--- src/ltc_dummy_end.sv ---
// Unused
`default_nettype none
`default_nettype wire

--- src/ltc_pkg.sv ---
// Constants for the per-channel test, loopback and interrupt-enable register set
`default_nettype none
package ltc_pkg;
   // Register indices inside one channel block; byte address = 4 * index
   localparam logic [3:0] REG_TERM     = 4'h1;
   localparam logic [3:0] REG_TPL      = 4'h2;
   localparam logic [3:0] REG_CIC      = 4'h3;
   localparam logic [3:0] REG_IEN      = 4'h4;
   localparam logic [3:0] REG_STS      = 4'h5;
   // Global register index
   localparam logic [7:0] REG_GLB      = 8'hE0;
   localparam int         IDX_LSB      = 2;
   localparam int         IDX_W        = 8;
   localparam logic [7:0] REG_RST      = 8'h00;
   // chan_test_power_loop_ctrl fields
   localparam int         QINV_BIT     = 7;
   localparam int         PAT_HI       = 6;
   localparam int         PAT_LO       = 4;
   localparam int         PWR_BIT      = 3;
   localparam int         LOOP_HI      = 2;
   localparam int         LOOP_LO      = 0;
   // chan_coding_insert_ctrl fields
   localparam int         CODE_BIT     = 5;
   localparam int         RES_HI       = 4;
   localparam int         RES_LO       = 3;
   localparam int         BPV_BIT      = 2;
   localparam int         BER_BIT      = 1;
   localparam int         RATIO_BIT    = 0;
   // chan_interrupt_enable and status fields share positions
   localparam int         DMO_BIT      = 6;
   localparam int         FLS_BIT      = 5;
   localparam int         LCV_BIT      = 4;
   localparam int         TERM_BIT     = 6;
   localparam int         GIE_BIT      = 0;
   // Pattern and loopback line_code_sel
   localparam logic [2:0] PAT_QRSS     = 3'h4;
   localparam logic [2:0] PAT_TAOS     = 3'h5;
   localparam logic [2:0] LOOP_DUAL    = 3'h4;
   localparam logic [2:0] LOOP_ANALOG  = 3'h5;
   localparam logic [2:0] LOOP_REMOTE  = 3'h6;
   localparam logic [2:0] LOOP_DIGITAL = 3'h7;
   // Error-insertion lanes
   localparam int         INS_BPV      = 0;
   localparam int         INS_BER      = 1;
   localparam int         INS_W        = 2;
endpackage
`default_nettype wire

--- src/ltc_ins.sv ---
// Rising-edge detector for error-insertion bits, sampled on rising transmit clock edges
`default_nettype none
module ltc_ins #(
   parameter int W = 2
) (
   input  wire logic         clk_i,
   input  wire logic         rst_i,
   input  wire logic         tx_clock_in_i,
   input  wire logic [W-1:0] req_i,
   output logic      [W-1:0] pulse_o
);
   logic         tx_clock_in_prev_r;
   logic [W-1:0] samp_r;
   logic         tx_clock_in_rise;

   assign tx_clock_in_rise = tx_clock_in_i & ~tx_clock_in_prev_r;

   always_ff @(posedge clk_i or posedge rst_i) begin
      if (rst_i) begin
         tx_clock_in_prev_r <= 1'b0;
      end else begin
         tx_clock_in_prev_r <= tx_clock_in_i;
      end
   end

   // sample on transmit clock rise
   always_ff @(posedge clk_i or posedge rst_i) begin
      if (rst_i) begin
         samp_r <= '0;
      end else if (tx_clock_in_rise) begin
         samp_r <= req_i;
      end
   end

   // one pulse per 0-to-1 change
   always_ff @(posedge clk_i or posedge rst_i) begin
      if (rst_i) begin
         pulse_o <= '0;
      end else if (tx_clock_in_rise) begin
         pulse_o <= req_i & ~samp_r;
      end else begin
         pulse_o <= '0;
      end
   end
endmodule
`default_nettype wire

--- src/ltc_regs.sv ---
// Per-channel control register set with APB slave, line controls and interrupt
// Notes on behaviour
// QRSS inversion bit inverts transmitted QRSS
// Pattern field: 0XX none, 100 QRSS, 101 all-ones
// Transmitter power bits reset to off
// Transmitter on needs bit and global pin
// Loopback field selects dual, analog, remote, digital
// Line code bit: AMI when 1, single rail
// Two-bit field declares external receive resistor
// Rising violation bit inserts one bipolar violation
// Rising error bit inserts one bit error
// Insertion bits sampled on transmit clock
// Host writes 0 before writing 1
// Ratio bit matters only with external termination
// Driver monitor enable gates its interrupt
// FIFO limit enable gates its interrupt
// Violation/overflow enable gates its interrupt
// Reserved bits are plain storage, reset 0; the TERM and global registers store only their one defined bit
// Interrupt pin also needs global enable
// Termination bit: 0 high-Z, 1 internal
// Enabled active flags combine into one request
`default_nettype none
module ltc_regs #(
   parameter int NCH = 14,
   parameter int AW  = 12
) (
   input  wire logic              clk_i,
   input  wire logic              rst_i,
   input  wire logic              psel,
   input  wire logic              penable,
   input  wire logic              pwrite,
   input  wire logic [AW-1:0]     paddr,
   input  wire logic [31:0]       pwdata,
   output logic      [31:0]       prdata,
   output logic                   pready,
   output logic                   pslverr,
   input  wire logic              tx_global_enable_pin_i,
   input  wire logic              tx_clock_in_i,
   input  wire logic              single_rail_mode_i,
   input  wire logic [NCH-1:0]    driver_monitor_flag_i,
   input  wire logic [NCH-1:0]    fifo_limit_flag_i,
   input  wire logic [NCH-1:0]    violation_overflow_flag_i,
   output logic      [NCH-1:0]    tx_send_qrss_o,
   output logic      [NCH-1:0]    tx_send_taos_o,
   output logic      [NCH-1:0]    qrss_invert_o,
   output logic      [NCH-1:0]    tx_power_on_o,
   output logic      [NCH-1:0]    loop_dual_o,
   output logic      [NCH-1:0]    loop_analog_o,
   output logic      [NCH-1:0]    loop_remote_o,
   output logic      [NCH-1:0]    loop_digital_o,
   output logic      [NCH-1:0]    line_code_ami_o,
   output logic      [2*NCH-1:0]  rx_ext_resistor_sel_o,
   output logic      [NCH-1:0]    tx_termination_int_o,
   output logic      [NCH-1:0]    tx_ratio_1to2_o,
   output logic      [NCH-1:0]    insert_bipolar_violation_o,
   output logic      [NCH-1:0]    insert_bit_error_o,
   output logic                   irq_o
);
   localparam int IDX_W = ltc_pkg::IDX_W;

   logic [7:0]          tpl_r  [NCH];
   logic [7:0]          cic_r  [NCH];
   logic [7:0]          ien_r  [NCH];
   logic [NCH-1:0]      term_r;
   logic                gie_r;
   logic [NCH-1:0]      req;

   logic [IDX_W-1:0]    idx;
   logic [3:0]          ch;
   logic [3:0]          rsel;
   logic                hi_zero;
   logic                ch_ok;
   logic                is_glb;
   logic                mapped;
   logic                acc_go;
   logic                acc_done;
   logic [7:0]          rd_val;
   // Per-channel next values, gathered into one output flop process
   wire logic [NCH-1:0]   qrss_nxt;
   wire logic [NCH-1:0]   taos_nxt;
   wire logic [NCH-1:0]   qinv_nxt;
   wire logic [NCH-1:0]   pwr_nxt;
   wire logic [NCH-1:0]   ldual_nxt;
   wire logic [NCH-1:0]   lana_nxt;
   wire logic [NCH-1:0]   lrem_nxt;
   wire logic [NCH-1:0]   ldig_nxt;
   wire logic [NCH-1:0]   ami_nxt;
   wire logic [2*NCH-1:0] res_nxt;
   wire logic [NCH-1:0]   ratio_nxt;
   wire logic [NCH-1:0]   bpv_nxt;
   wire logic [NCH-1:0]   ber_nxt;

   assign idx     = paddr[ltc_pkg::IDX_LSB +: IDX_W];
   assign ch      = idx[7:4];
   assign rsel    = idx[3:0];
   assign hi_zero = (paddr >> (ltc_pkg::IDX_LSB + IDX_W)) == '0
                    && paddr[ltc_pkg::IDX_LSB-1:0] == '0;
   assign ch_ok   = 32'(ch) < NCH;
   assign is_glb  = idx == ltc_pkg::REG_GLB;
   assign mapped  = hi_zero && (is_glb || (ch_ok && rsel >= ltc_pkg::REG_TERM
                                           && rsel <= ltc_pkg::REG_STS));
   // Access phase first cycle computes answer, second completes
   assign acc_go   = psel & penable & ~pready;
   assign acc_done = psel & penable & pready;

   // Read mux
   always_comb begin
      rd_val = 8'h00;
      if (is_glb) begin
         rd_val[ltc_pkg::GIE_BIT] = gie_r;
      end else if (ch_ok) begin
         case (rsel)
            ltc_pkg::REG_TERM: rd_val[ltc_pkg::TERM_BIT] = term_r[ch];
            ltc_pkg::REG_TPL:  rd_val = tpl_r[ch];
            ltc_pkg::REG_CIC:  rd_val = cic_r[ch];
            ltc_pkg::REG_IEN:  rd_val = ien_r[ch];
            ltc_pkg::REG_STS: begin
               rd_val[ltc_pkg::DMO_BIT] = driver_monitor_flag_i[ch];
               rd_val[ltc_pkg::FLS_BIT] = fifo_limit_flag_i[ch];
               rd_val[ltc_pkg::LCV_BIT] = violation_overflow_flag_i[ch];
            end
            default: rd_val = 8'h00;
         endcase
      end
   end

   // APB answer: one wait state, then pready for one cycle
   always_ff @(posedge clk_i or posedge rst_i) begin
      if (rst_i) begin
         pready  <= 1'b0;
         pslverr <= 1'b0;
         prdata  <= 32'h0000_0000;
      end else begin
         pready  <= acc_go;
         pslverr <= acc_go & ~mapped;
         if (acc_go && !pwrite && mapped) begin
            prdata <= {24'h00_0000, rd_val};
         end else begin
            prdata <= 32'h0000_0000;
         end
      end
   end

   // Register writes; R16: all eight bits of TPL, CIC and IEN stored, reserved included
   always_ff @(posedge clk_i or posedge rst_i) begin
      if (rst_i) begin
         // power bits and everything else reset to 0
         for (int i = 0; i < NCH; i++) begin
            tpl_r[i] <= ltc_pkg::REG_RST;
            cic_r[i] <= ltc_pkg::REG_RST;
            ien_r[i] <= ltc_pkg::REG_RST;
         end
         term_r <= '0;
         gie_r  <= 1'b0;
      end else if (acc_done && pwrite && mapped) begin
         if (is_glb) begin
            gie_r <= pwdata[ltc_pkg::GIE_BIT];
         end else begin
            case (rsel)
               ltc_pkg::REG_TERM: term_r[ch] <= pwdata[ltc_pkg::TERM_BIT];
               ltc_pkg::REG_TPL:  tpl_r[ch]  <= pwdata[7:0];
               ltc_pkg::REG_CIC:  cic_r[ch]  <= pwdata[7:0];
               ltc_pkg::REG_IEN:  ien_r[ch]  <= pwdata[7:0];
               default: ;
            endcase
         end
      end
   end

   genvar g;
   generate
      for (g = 0; g < NCH; g++) begin : g_ch
         logic [2:0]              pat;
         logic [2:0]              lp;
         logic [ltc_pkg::INS_W-1:0] ins_req;
         logic [ltc_pkg::INS_W-1:0] ins_pls;

         assign pat = tpl_r[g][ltc_pkg::PAT_HI:ltc_pkg::PAT_LO];
         assign lp  = tpl_r[g][ltc_pkg::LOOP_HI:ltc_pkg::LOOP_LO];
         assign ins_req[ltc_pkg::INS_BPV] = cic_r[g][ltc_pkg::BPV_BIT];
         assign ins_req[ltc_pkg::INS_BER] = cic_r[g][ltc_pkg::BER_BIT];

         // masked flag combine
         assign req[g] = (driver_monitor_flag_i[g] & ien_r[g][ltc_pkg::DMO_BIT])
                       | (fifo_limit_flag_i[g] & ien_r[g][ltc_pkg::FLS_BIT])
                       | (violation_overflow_flag_i[g] & ien_r[g][ltc_pkg::LCV_BIT]);

         // edge detect on transmit clock
         ltc_ins #(
            .W             (ltc_pkg::INS_W)
         ) u_ins (
            .clk_i         (clk_i),
            .rst_i         (rst_i),
            .tx_clock_in_i (tx_clock_in_i),
            .req_i         (ins_req),
            .pulse_o       (ins_pls)
         );

         // reserved line_code_sel send nothing
         assign qrss_nxt[g]  = pat == ltc_pkg::PAT_QRSS;
         assign taos_nxt[g]  = pat == ltc_pkg::PAT_TAOS;
         // invert only applies to QRSS
         assign qinv_nxt[g]  = tpl_r[g][ltc_pkg::QINV_BIT] & (pat == ltc_pkg::PAT_QRSS);
         // bit and global pin
         assign pwr_nxt[g]   = tpl_r[g][ltc_pkg::PWR_BIT] & tx_global_enable_pin_i;
         // loopback decode
         assign ldual_nxt[g] = lp == ltc_pkg::LOOP_DUAL;
         assign lana_nxt[g]  = lp == ltc_pkg::LOOP_ANALOG;
         assign lrem_nxt[g]  = lp == ltc_pkg::LOOP_REMOTE;
         assign ldig_nxt[g]  = lp == ltc_pkg::LOOP_DIGITAL;
         // AMI in single rail only
         assign ami_nxt[g]   = cic_r[g][ltc_pkg::CODE_BIT] & single_rail_mode_i;
         // resistor declaration
         assign res_nxt[2*g+:2] = cic_r[g][ltc_pkg::RES_HI:ltc_pkg::RES_LO];
         // internal termination forces 1:2
         assign ratio_nxt[g] = term_r[g] | cic_r[g][ltc_pkg::RATIO_BIT];
         assign bpv_nxt[g]   = ins_pls[ltc_pkg::INS_BPV];
         assign ber_nxt[g]   = ins_pls[ltc_pkg::INS_BER];
      end
   endgenerate

   // Line control outputs, one flop process for all channels
   always_ff @(posedge clk_i or posedge rst_i) begin
      if (rst_i) begin
         tx_send_qrss_o             <= '0;
         tx_send_taos_o             <= '0;
         qrss_invert_o              <= '0;
         tx_power_on_o              <= '0;
         loop_dual_o                <= '0;
         loop_analog_o              <= '0;
         loop_remote_o              <= '0;
         loop_digital_o             <= '0;
         line_code_ami_o            <= '0;
         rx_ext_resistor_sel_o      <= '0;
         tx_termination_int_o       <= '0;
         tx_ratio_1to2_o            <= '0;
         insert_bipolar_violation_o <= '0;
         insert_bit_error_o         <= '0;
      end else begin
         tx_send_qrss_o             <= qrss_nxt;
         tx_send_taos_o             <= taos_nxt;
         qrss_invert_o              <= qinv_nxt;
         tx_power_on_o              <= pwr_nxt;
         loop_dual_o                <= ldual_nxt;
         loop_analog_o              <= lana_nxt;
         loop_remote_o              <= lrem_nxt;
         loop_digital_o             <= ldig_nxt;
         line_code_ami_o            <= ami_nxt;
         rx_ext_resistor_sel_o      <= res_nxt;
         // termination select
         tx_termination_int_o       <= term_r;
         tx_ratio_1to2_o            <= ratio_nxt;
         insert_bipolar_violation_o <= bpv_nxt;
         insert_bit_error_o         <= ber_nxt;
      end
   end

   // global enable gates pin
   always_ff @(posedge clk_i or posedge rst_i) begin
      if (rst_i) begin
         irq_o <= 1'b0;
      end else begin
         irq_o <= gie_r & (|req);
      end
   end
endmodule
`default_nettype wire

--- config.mk ---
export PLATFORM = sky130hd
export DESIGN_NAME = ltc_regs
export DESIGN_NICKNAME = d
export VERILOG_FILES = /design/src/ltc_dummy_end.sv /design/src/ltc_pkg.sv /design/src/ltc_ins.sv /design/src/ltc_regs.sv
export SDC_FILE = /design/constraint.sdc
export NUM_CORES = 1
export LEC_CHECK = 0
export ABC_AREA = 1
export BUFFER_PORTS_ARGS = -buffer_cell sky130_fd_sc_hd__buf_2
export CAP_MARGIN = 5
export CELL_PAD_IN_SITES_DETAIL_PLACEMENT = 0
export CELL_PAD_IN_SITES_GLOBAL_PLACEMENT = 1
export CORE_ASPECT_RATIO = 1.1
export CORE_UTILIZATION = 47
export DETAILED_ROUTE_END_ITERATION = 7
export PLACE_DENSITY_LB_ADDON = 0.15
export SKIP_LAST_GASP = 1
export SLEW_MARGIN = 0
export SYNTH_ARGS = -nofsm -noshare
export SYNTH_HDL_FRONTEND = slang
export SYNTH_SLANG_ARGS = --single-unit
--- constraint.sdc ---
create_clock -name clk_i -period 29.1 [get_ports clk_i]
set_clock_uncertainty 0.15 [all_clocks]
set_input_delay 1.455 -clock clk_i [delete_from_list [all_inputs] [get_ports clk_i]]
set_output_delay 1.455 -clock clk_i [all_outputs]
set_load 0.1 [all_outputs]
### Yosys cells after proc, flatten, opt, wreduce, memory -nomap -nowiden

Cells that the tools add are included.

* magnitude comparators: 7
* eq/ne operators: 90
* reduce and logical (&&, ||, !) cells: 20
* muxes and demuxes: 47
* bitwise logic cells: 165

Operator list (number)
* bitwise mux 112 bit: 3
* == test 3 bit, second input constant: 84
* binary-select mux 8 bit (select 4 bit): 3
* bitwise AND 1 bit: 90
* 2-to-1 mux 8 bit: 9
* OR 1 bit: 42
* demux 8 bit (select 4 bit): 1
* bitwise AND 2 bit: 14
* 2-to-1 mux 2 bit: 14
* NOT 2 bit: 14
* binary-select mux 1 bit (select 4 bit): 4
* bitwise mux 14 bit: 1
* OR reduction 14 bit: 1
* zero test 12 bit: 1
* case mux 4 bit (3 select lines): 1
* AND reduction 3 bit: 4
* logical AND 1 bit: 10
* == test 4 x 2 -> 1 bit, second input constant: 2
* == test 4 x 3 -> 1 bit, second input constant: 2
* == test 8 bit, second input constant: 1
* >= comparator 4 x 1 -> 1 bit, second input constant: 2
* case mux 2 bit (4 select lines): 1
* 2-to-1 mux 7 bit: 1
* 2-to-1 mux 1 bit: 6
* 15 further kinds: 18

* output and inout bits: 245
* register bits after elaboration: 653
* bits of input ports: 94
* word-level logic and storage cells: 420

### Depth between registers and ports, before layout

Gate-level depths: netlist of run 1.

* word-level depth: 8
* depth in mapped cells: 13
* mapped depth without buffers: 11

### Cells and area by module

A second synthesis of run 1 with hierarchy kept.

* cell total of the unflattened synthesis: 3256
* area, all modules: 27234.9 µm²

By module, submodules not included
* ltc_regs: area each 24870.1 µm², seq. area each 14313.7 µm², cells each 3032, times used 1
* ltc_ins: area each 168.9 µm², seq. area each 125.1 µm², cells each 16, times used 14

### Least setup slack after synthesis of run 1

OpenSTA, ideal clock, no wires.

* path type: input port to flip-flop
* start: input port paddr[6]
* end: register cic_r[104] (netlist bit)
* setup slack: 25.967 ns
* data arrival time: 2.851 ns
* setup time: 0.132 ns
* buffers on the path: 2
* stages: 10
* data required time: 28.818 ns
* cells stage by stage: buf_2 nor2_2 nand4_2 a21oi_2 nand3_2 nor2_2 buf_2 nand2_1 nand2_1 o21ai_1

* word-level cells in the longest chain between the ends: 7
* elaborated cells between the ends (all ways): 16
* those cells by class: order compare: 3; eq/ne: 1; mux: 3; bitwise: 2; reduce/logical: 7

RTL lines
* start, declared: RTL line ltc_regs.sv:32 `input wire logic [AW-1:0] paddr,`
* branches (longest 7 deep; another with >= comparator 5 bit)
* end signal, assigned by index: RTL line ltc_regs.sv:150 `cic_r[i] <= ltc_pkg::REG_RST;`
* end signal, assigned by index: RTL line ltc_regs.sv:162 `ltc_pkg::REG_CIC: cic_r[ch] <= pwdata[7:0];`
* end, declared: RTL line ltc_regs.sv:62 `logic [7:0] cic_r [NCH];`

Several ways; the timed one is not identified.
A chain may end at the register's enable or synchronous reset.

### Worst setup path in the final report of run 1

* start: input port paddr[6]
* end: register cic_r[96] (netlist bit)

Same word-level chain as after synthesis.

==> results of run 1 <==
==> final timing paths <==
check / from / endpoint / slack, ns / depth (start not counted)
max in group asynchronous: rst_i / rx_ext_resistor_sel_o[17] / 25.52 / 4
min in group asynchronous: rst_i / tx_termination_int_o[3] / 0.82 / 2
max: paddr[6] / cic_r[96] / 23.89 / 11
min: g_ch[3].u_ins.pulse_o[1] / insert_bit_error_o[3] / 0.20 / 0
min reg2reg: g_ch[3].u_ins.pulse_o[1] / insert_bit_error_o[3] / 0.20 / 0
max reg2reg: pready / cic_r[96] / 25.42 / 8
==> cells by family after synthesis <==
family	after synthesis	synth area share, %
AOI/OAI and AO/OA	156	3.036
buffers and inverters	372	5.888
DFF	629	59.02
other	1	0.01406
and+or+nand+nor	2032	32.04
==> through the flow <==
| step | total power [mW] | cells | util [%] |
|---|---|---|---|
| 6_report | 1.838 | 4205 | 55.15 |
| 5_1_grt | 1.890 | 4203 | 55.14 |
| 4_1_cts | 1.851 | 4203 | 55.14 |
| 3_5_place_dp | 0.9789 | 4086 | 51.15 |
| 3_3_place_gp | 0.9780 | 4086 | 51.15 |
| 2_1_floorplan | 0.9487 | 3213 | - |
==> final cells by class <==
| class | count | area (sq um) | area share (%) |
|---|---|---|---|
| Clock buffer | 87 | 1862 | 6.026 |
| Clock inverter | 30 | 372.9 | 1.207 |
| Multi-Input combinational cell | 2212 | 9572 | 30.98 |
| Timing Repair Buffer | 326 | 1749 | 5.662 |
| Antenna cell | 2 | 5.005 | 0.01620 |
| Inverter | 175 | 664.4 | 2.150 |
| Tap cell | 744 | 930.9 | 3.013 |
| Sequential cell | 629 | 15740 | 50.95 |
==> power by group through the flow <==
stage | clock network [mW] | registers (mW) | logic, mW
6_report | 0.875 | 0.875 | 0.0880
5_1_grt | 0.922 | 0.874 | 0.0935
4_1_cts | 0.888 | 0.875 | 0.0880
3_5_place_dp | 0 | 0.891 | 0.0878
3_3_place_gp | 0 | 0.891 | 0.0870
2_1_floorplan | 0 | 0.893 | 0.0554
==> cells in the mapped netlist <==
| library cell | instances |
|---|---|
| buf_4 | 30 |
| nor4_1 | 6 |
| o21ai_0 | 68 |
| nand2_1 | 1348 |
| clkbuf_1 | 107 |
| a22o_1 | 4 |
| and2_1 | 9 |
| nand2_2 | 37 |
| inv_2 | 6 |
| a211oi_1 | 3 |
| nor3_1 | 93 |
| nor3b_1 | 8 |
| conb_1 | 1 |
| o21ai_1 | 46 |
| a21oi_1 | 33 |
| buf_1 | 11 |
| nand3_2 | 1 |
| a21boi_0 | 1 |
| or2_2 | 10 |
| nand3_1 | 392 |
| a21oi_2 | 1 |
| clkinv_1 | 2 |
| inv_1 | 167 |
| nor2_1 | 83 |
| nor2_2 | 10 |
| nand4_1 | 34 |
| buf_2 | 49 |
| nand4_2 | 1 |
| dfrtp_1 | 629 |
==> critical path: stages <==
cell	delay [ns]
buf_4	0.29
nor2_4	0.17
buf_4	0.38
nand4_2	0.20
a21oi_2	0.30
nand3_2	0.26
nor2_4	0.81
buf_4	0.80
nand2_1	0.58
nand2_1	0.16
o21ai_1	0.07
==> metal layers <==
| layer | vias up | wire length [microns] |
|---|---|---|
| met3 | 138 | 6616 |
| met1 | 10890 | 36040 |
| met5 | - | 0 |
| met2 | 958 | 39620 |
| li1 | 10500 | - |
| met4 | 0 | 2525 |
==> cells in the final DEF (no fill, tap or decap), types with 2 or more instances in the layout <==
cell type   instances
nor4_1              6
clkinv_2           12
and2_1              9
clkbuf_16          67
nor2_4             19
dfrtp_1           629
clkinvlp_4          4
nand2_1          1348
conb_1             24
buf_4              35
a22o_1              4
inv_1             166
clkbuf_1            9
or2_2              10
nor2_1             70
nand4_1            34
clkinv_1            2
buf_12              2
nor2_2              4
a211oi_1            3
buf_2             289
nand3_1           392
bufinv_16           7
inv_2               6
nand2_2            37
clkbuf_8           11
nor3_1             93
nor3b_1             8
inv_6               6
o21ai_1            46
diode_2             2
a21oi_1            33
o21ai_0            68
==> state kept, by name (all words and copies together) (netlist names), 28 cells and up <==
register               flops
tpl_r                     28
ien_r                    112
g_ch.u_ins.pulse_o        28
g_ch.lp                   42
g_ch.u_ins.samp_r         28
cic_r                    112
g_ch.pat                  42
rx_ext_resistor_sel_o     28
==> results.toml, run 1 <==
[detailed_routing]
routedWlPerCell_microns = 20.17
drt-total-wl_mm = 84.80
drt_iter0_drc = 2084
dr.pass1.iters = 5
viasPerCell = 5.347
drc = 0
drt.antenna.violating_nets = 0
dr_total_vias = 22480

[setup_path]
required_ns = 29.42
cp-end-kind = "register"
worstPathArrival_ns = 5.53
cp_max_fo = 76
critPathLaunchType = "input port"
worst-setup-path-type = "input port to register"

[sta]
period_minus_slack_ns = 5.213
relSlewSlack_pct = 12.86
drv_slew = 0
period_share_pct = 17.91
setup_viol = 0
fin_hold_ws_ns = 0.1960
rsz0062_at_grt = "false"
final_hold_viol_count = 0
layout_setup_ws_ns = 23.89
worstMarginPinSlew_ns = 1.307
finalSetupTns_ns = 0
fmax_mhz = 191.8

[cts]
cts_buffers = 66
hold_buffers = 0
h-tree-depth = 3
cts_sinks = 629
postCtsSetupRepairBufs = 0
clockBufferDepth = 3
cts_tree = "done"
clock_latency_ns = 0.62
cts_resized = 0
path_clk_slew_ns = 0.06
clockRootBuffer = "clkbuf_16"

[finish]
drive_above_1_share_pct = 14.86
area_delta_synth_final_pct = 15.85
final_area_sq_mm = 0.03090
layout.nets = 3504
fillers = 5218

[synth]
synth.top_cell.area_share_pct = 59.02
syn_inst = 3190
syn_avg_cell_area_sq_um = 8.360
ys_ff_latch = 629
yosysTopAreaCell = "dfrtp_1"
synth_area_leaders = "dfrtp_1 (59%), nand2_1 (19%), nand3_1 (7.4%)"
synthesis.area_sq_mm = 0.02667
yosysWarningCount = 0
synth_sequential_area_ratio_pct = 59.02
ys_types = 29

[global_routing]
grt_overflow = 0
grt_pass1_vias = 21350
grt_max_degree = 186
grt_pass1_wl_mm = 129.0
gr-usage-met1_pct = 40.81
grt_use_total_pct = 29.50
grtUsageMet3_pct = 5.368
grt_busiest_layer = "met2"
antenna_found_initial = 2
grt_use_met2_pct = 46.63

[power]
p_int_mw = 1.401
irDropWorstVdd_mv = 0.04265
p_per_area_mw_per_mm2 = 59.49
leakagePower_nw = 17.15
sw_frac_of_total_pct = 23.77
switching_power_mw = 0.4369
power_frac_clock_pct = 47.6
combPwrFrac_pct = 4.8
power_frac_seq_pct = 47.6

[run_status]
status = "completed"

[place]
hpwl_mm = 54.56
gp_congestion = 0.8727
place_area_sq_mm = 0.02866
pre_cts_slack_ns = 23.36
io_buffers = 290

[run]
max_cap_viol_count = 0

[floorplan]
initial_core_util_pct = 47.61
ios = 339
die_x_microns = 229.1
die_y_microns = 251.8
die-area_sq_mm = 0.05770
core.rowCount = 91
coreArea_sq_mm = 0.05602

[min_path]
min_path_type = "register to register"
Power figures use the tool's default switching activity.
==> run 2: changes to the inputs <==
CORE_UTILIZATION = 43   (was 47)
clock period = 5.3 ns   (was 29.1 ns; I/O delays follow)
==> results.toml, run 2 (synthesis results as in run 1) <==
[finish]
regArea_sq_mm = 0.01574
utilization_pct = 51.11
final_common_cell = "nand2_1"
drive_above_1_share_pct = 15.20
area_delta_synth_final_pct = 17.32
layout_common_cells = "nand2_1 (1348), dfrtp_1 (629), nand3_1 (392)"
finalNonFillerCells = 4320
multi_input_area_sq_mm = 0.009532
layout.nets = 3539
fillers = 5818
reg_top3 = "cic_r: 112 flops, ien_r: 112 flops"

[floorplan]
die-area_sq_mm = 0.06302
die_x_microns = 239.4
initial_core_util_pct = 43.56
die_y_microns = 263.2
core.rowCount = 95
ios = 339
coreArea_sq_mm = 0.06122

[cts]
clockRootBuffer = "clkbuf_16"
cts_buffers = 68
path_clk_slew_ns = 0.07
clock_latency_ns = 0.62
cts_resized = 0
cts_tree = "done"
cts_sinks = 629
clockBufferDepth = 3
h-tree-depth = 3

[detailed_routing]
dr.pass1.iters = 5
drt_iter0_drc = 2245
drt.antenna.violating_nets = 0
drc = 0
dr_total_vias = 22710
viasPerCell = 5.258
routedWlPerCell_microns = 20.15
drt-total-wl_mm = 87.06

[power]
p_per_area_mw_per_mm2 = 318.6
leakagePower_nw = 17.29
irDropWorstVdd_mv = 0.2487
total_power_mw = 9.968

[setup_path]
critPathLaunchType = "input port"
r2r-start = "pready"
worst-setup-path-type = "input port to register"
cp-end-kind = "register"
rr_endpoint = "cic_r[104]"
required_ns = 5.64
cp_max_fo = 46
r2r_slack_ns = 2.51
worstPathArrival_ns = 4.23
r2r.worst_path.cells = 8

[place]
hpwl_mm = 57.48
place_inst = 4185
gp_congestion = 0.8887
io_buffers = 290

[min_path]
holdPathStages = 6
min_path_type = "input port to register"
min-delay-start = "paddr[3]"
min_to = "prdata[6]"

[run_status]
status = "completed"

[sta]
period_minus_slack_ns = 3.891
fmax_mhz = 257.0
period_share_pct = 73.42
relSlewSlack_pct = 19.56
worstMarginPinSlew_ns = 1.205
drv_slew = 0
rsz0062_at_grt = "false"
setup_viol = 0
final_hold_viol_count = 0

[global_routing]
grt_pass1_vias = 22390
grt_pass1_wl_mm = 134.7
grt_overflow = 0
antenna_found_initial = 2
grt_max_degree = 135
grt_use_total_pct = 28.15

[run]
max_cap_viol_count = 0
-- run 2: cell types whose count changed in the layout (fill, tap and decap cells not counted), moves of 2 or more --
| cell | before | now |
|---|---|---|
| nor2_2 | 4 | 12 |
| dlygate4sd3_1 | 0 | 14 |
| clkbuf_8 | 11 | 9 |
| buf_12 | 2 | 12 |
| bufinv_16 | 7 | 3 |
| clkbuf_1 | 9 | 13 |
| clkinv_4 | 0 | 2 |
| nor2_4 | 19 | 11 |
| buf_4 | 35 | 44 |
-- run 2: cell type report --
class | instances | share of cell area [%]
Inverter | 175 | 2.111
Antenna cell | 2 | 0.01600
Sequential cell | 629 | 50.31
Clock inverter | 29 | 0.9198
Clock buffer | 90 | 5.991
Multi-Input combinational cell | 2212 | 30.46
Tap cell | 824 | 3.295
Timing Repair Buffer | 359 | 6.894
-- run 2: per-layer routing --
| metal | wire, microns | global-route usage, % |
|---|---|---|
| met1 | 38520 | 39.93 |
| met2 | 40070 | 43.86 |
| met3 | 5772 | 4.142 |
| met4 | 2700 | 10.24 |
| met5 | 0 | 0 |
-- run 2: metrics by stage --
stage / worst slack, ns / setup TNS [ns] / hold slack [ns] / cell area, sq um
global route: 1.223 / 0 / 0.1069 / 31280
floorplan: -3.704 / -2329.73 / 0.1464 / 26760
detailed placement: 1.833 / 0 / 0.1847 / 28980
CTS: 1.468 / 0 / 0.03395 / 31280
global placement: 1.822 / 0 / 0.1850 / 28980
finish: 1.409 / 0 / 0.07711 / 31290
-- run 2: worst max path at each step --
stage               from  depth (start not counted)         end  slack (ns)
6_report       paddr[11]                         13  cic_r[104]        1.41
5_1_grt        paddr[11]                         13   ien_r[26]        1.22
4_1_cts        paddr[11]                         13   cic_r[96]        1.47
3_5_place_dp    paddr[6]                         11   prdata[0]        1.83
3_3_place_gp    paddr[6]                         11   prdata[0]        1.82
2_1_floorplan      rst_i                          1    cic_r[0]       -3.70
-- run 2: power breakdown --
group / internal [mW] / switching [mW] / leakage, nW
sequential: 4.80 / 0.000961 / 8.77
combinational: 0.0700 / 0.431 / 7.46
clock: 2.66 / 2.00 / 1.06
total: 7.54 / 2.43 / 17.3
-- run 2: worst max-delay path, cell delays in order --
cell and delay [ns]:
dlygate4sd3_1 0.52, buf_2 0.12, nor2_1 0.08, dlygate4sd3_1 0.54
nand2_1 0.06, dlygate4sd3_1 0.57, a21oi_2 0.21, nand3_2 0.27
nor2_4 0.66, buf_12 0.33, nand2_1 0.34, nand2_1 0.16
o21ai_1 0.07
-- run 2: timing repair --
| item | CTS | global route |
|---|---|---|
| hold buffers | 14 | 0 |
| setup endpoints to repair | 0 | 0 |
| buffers inserted | 0 | 0 |
| hold endpoints to repair | 55 | 0 |
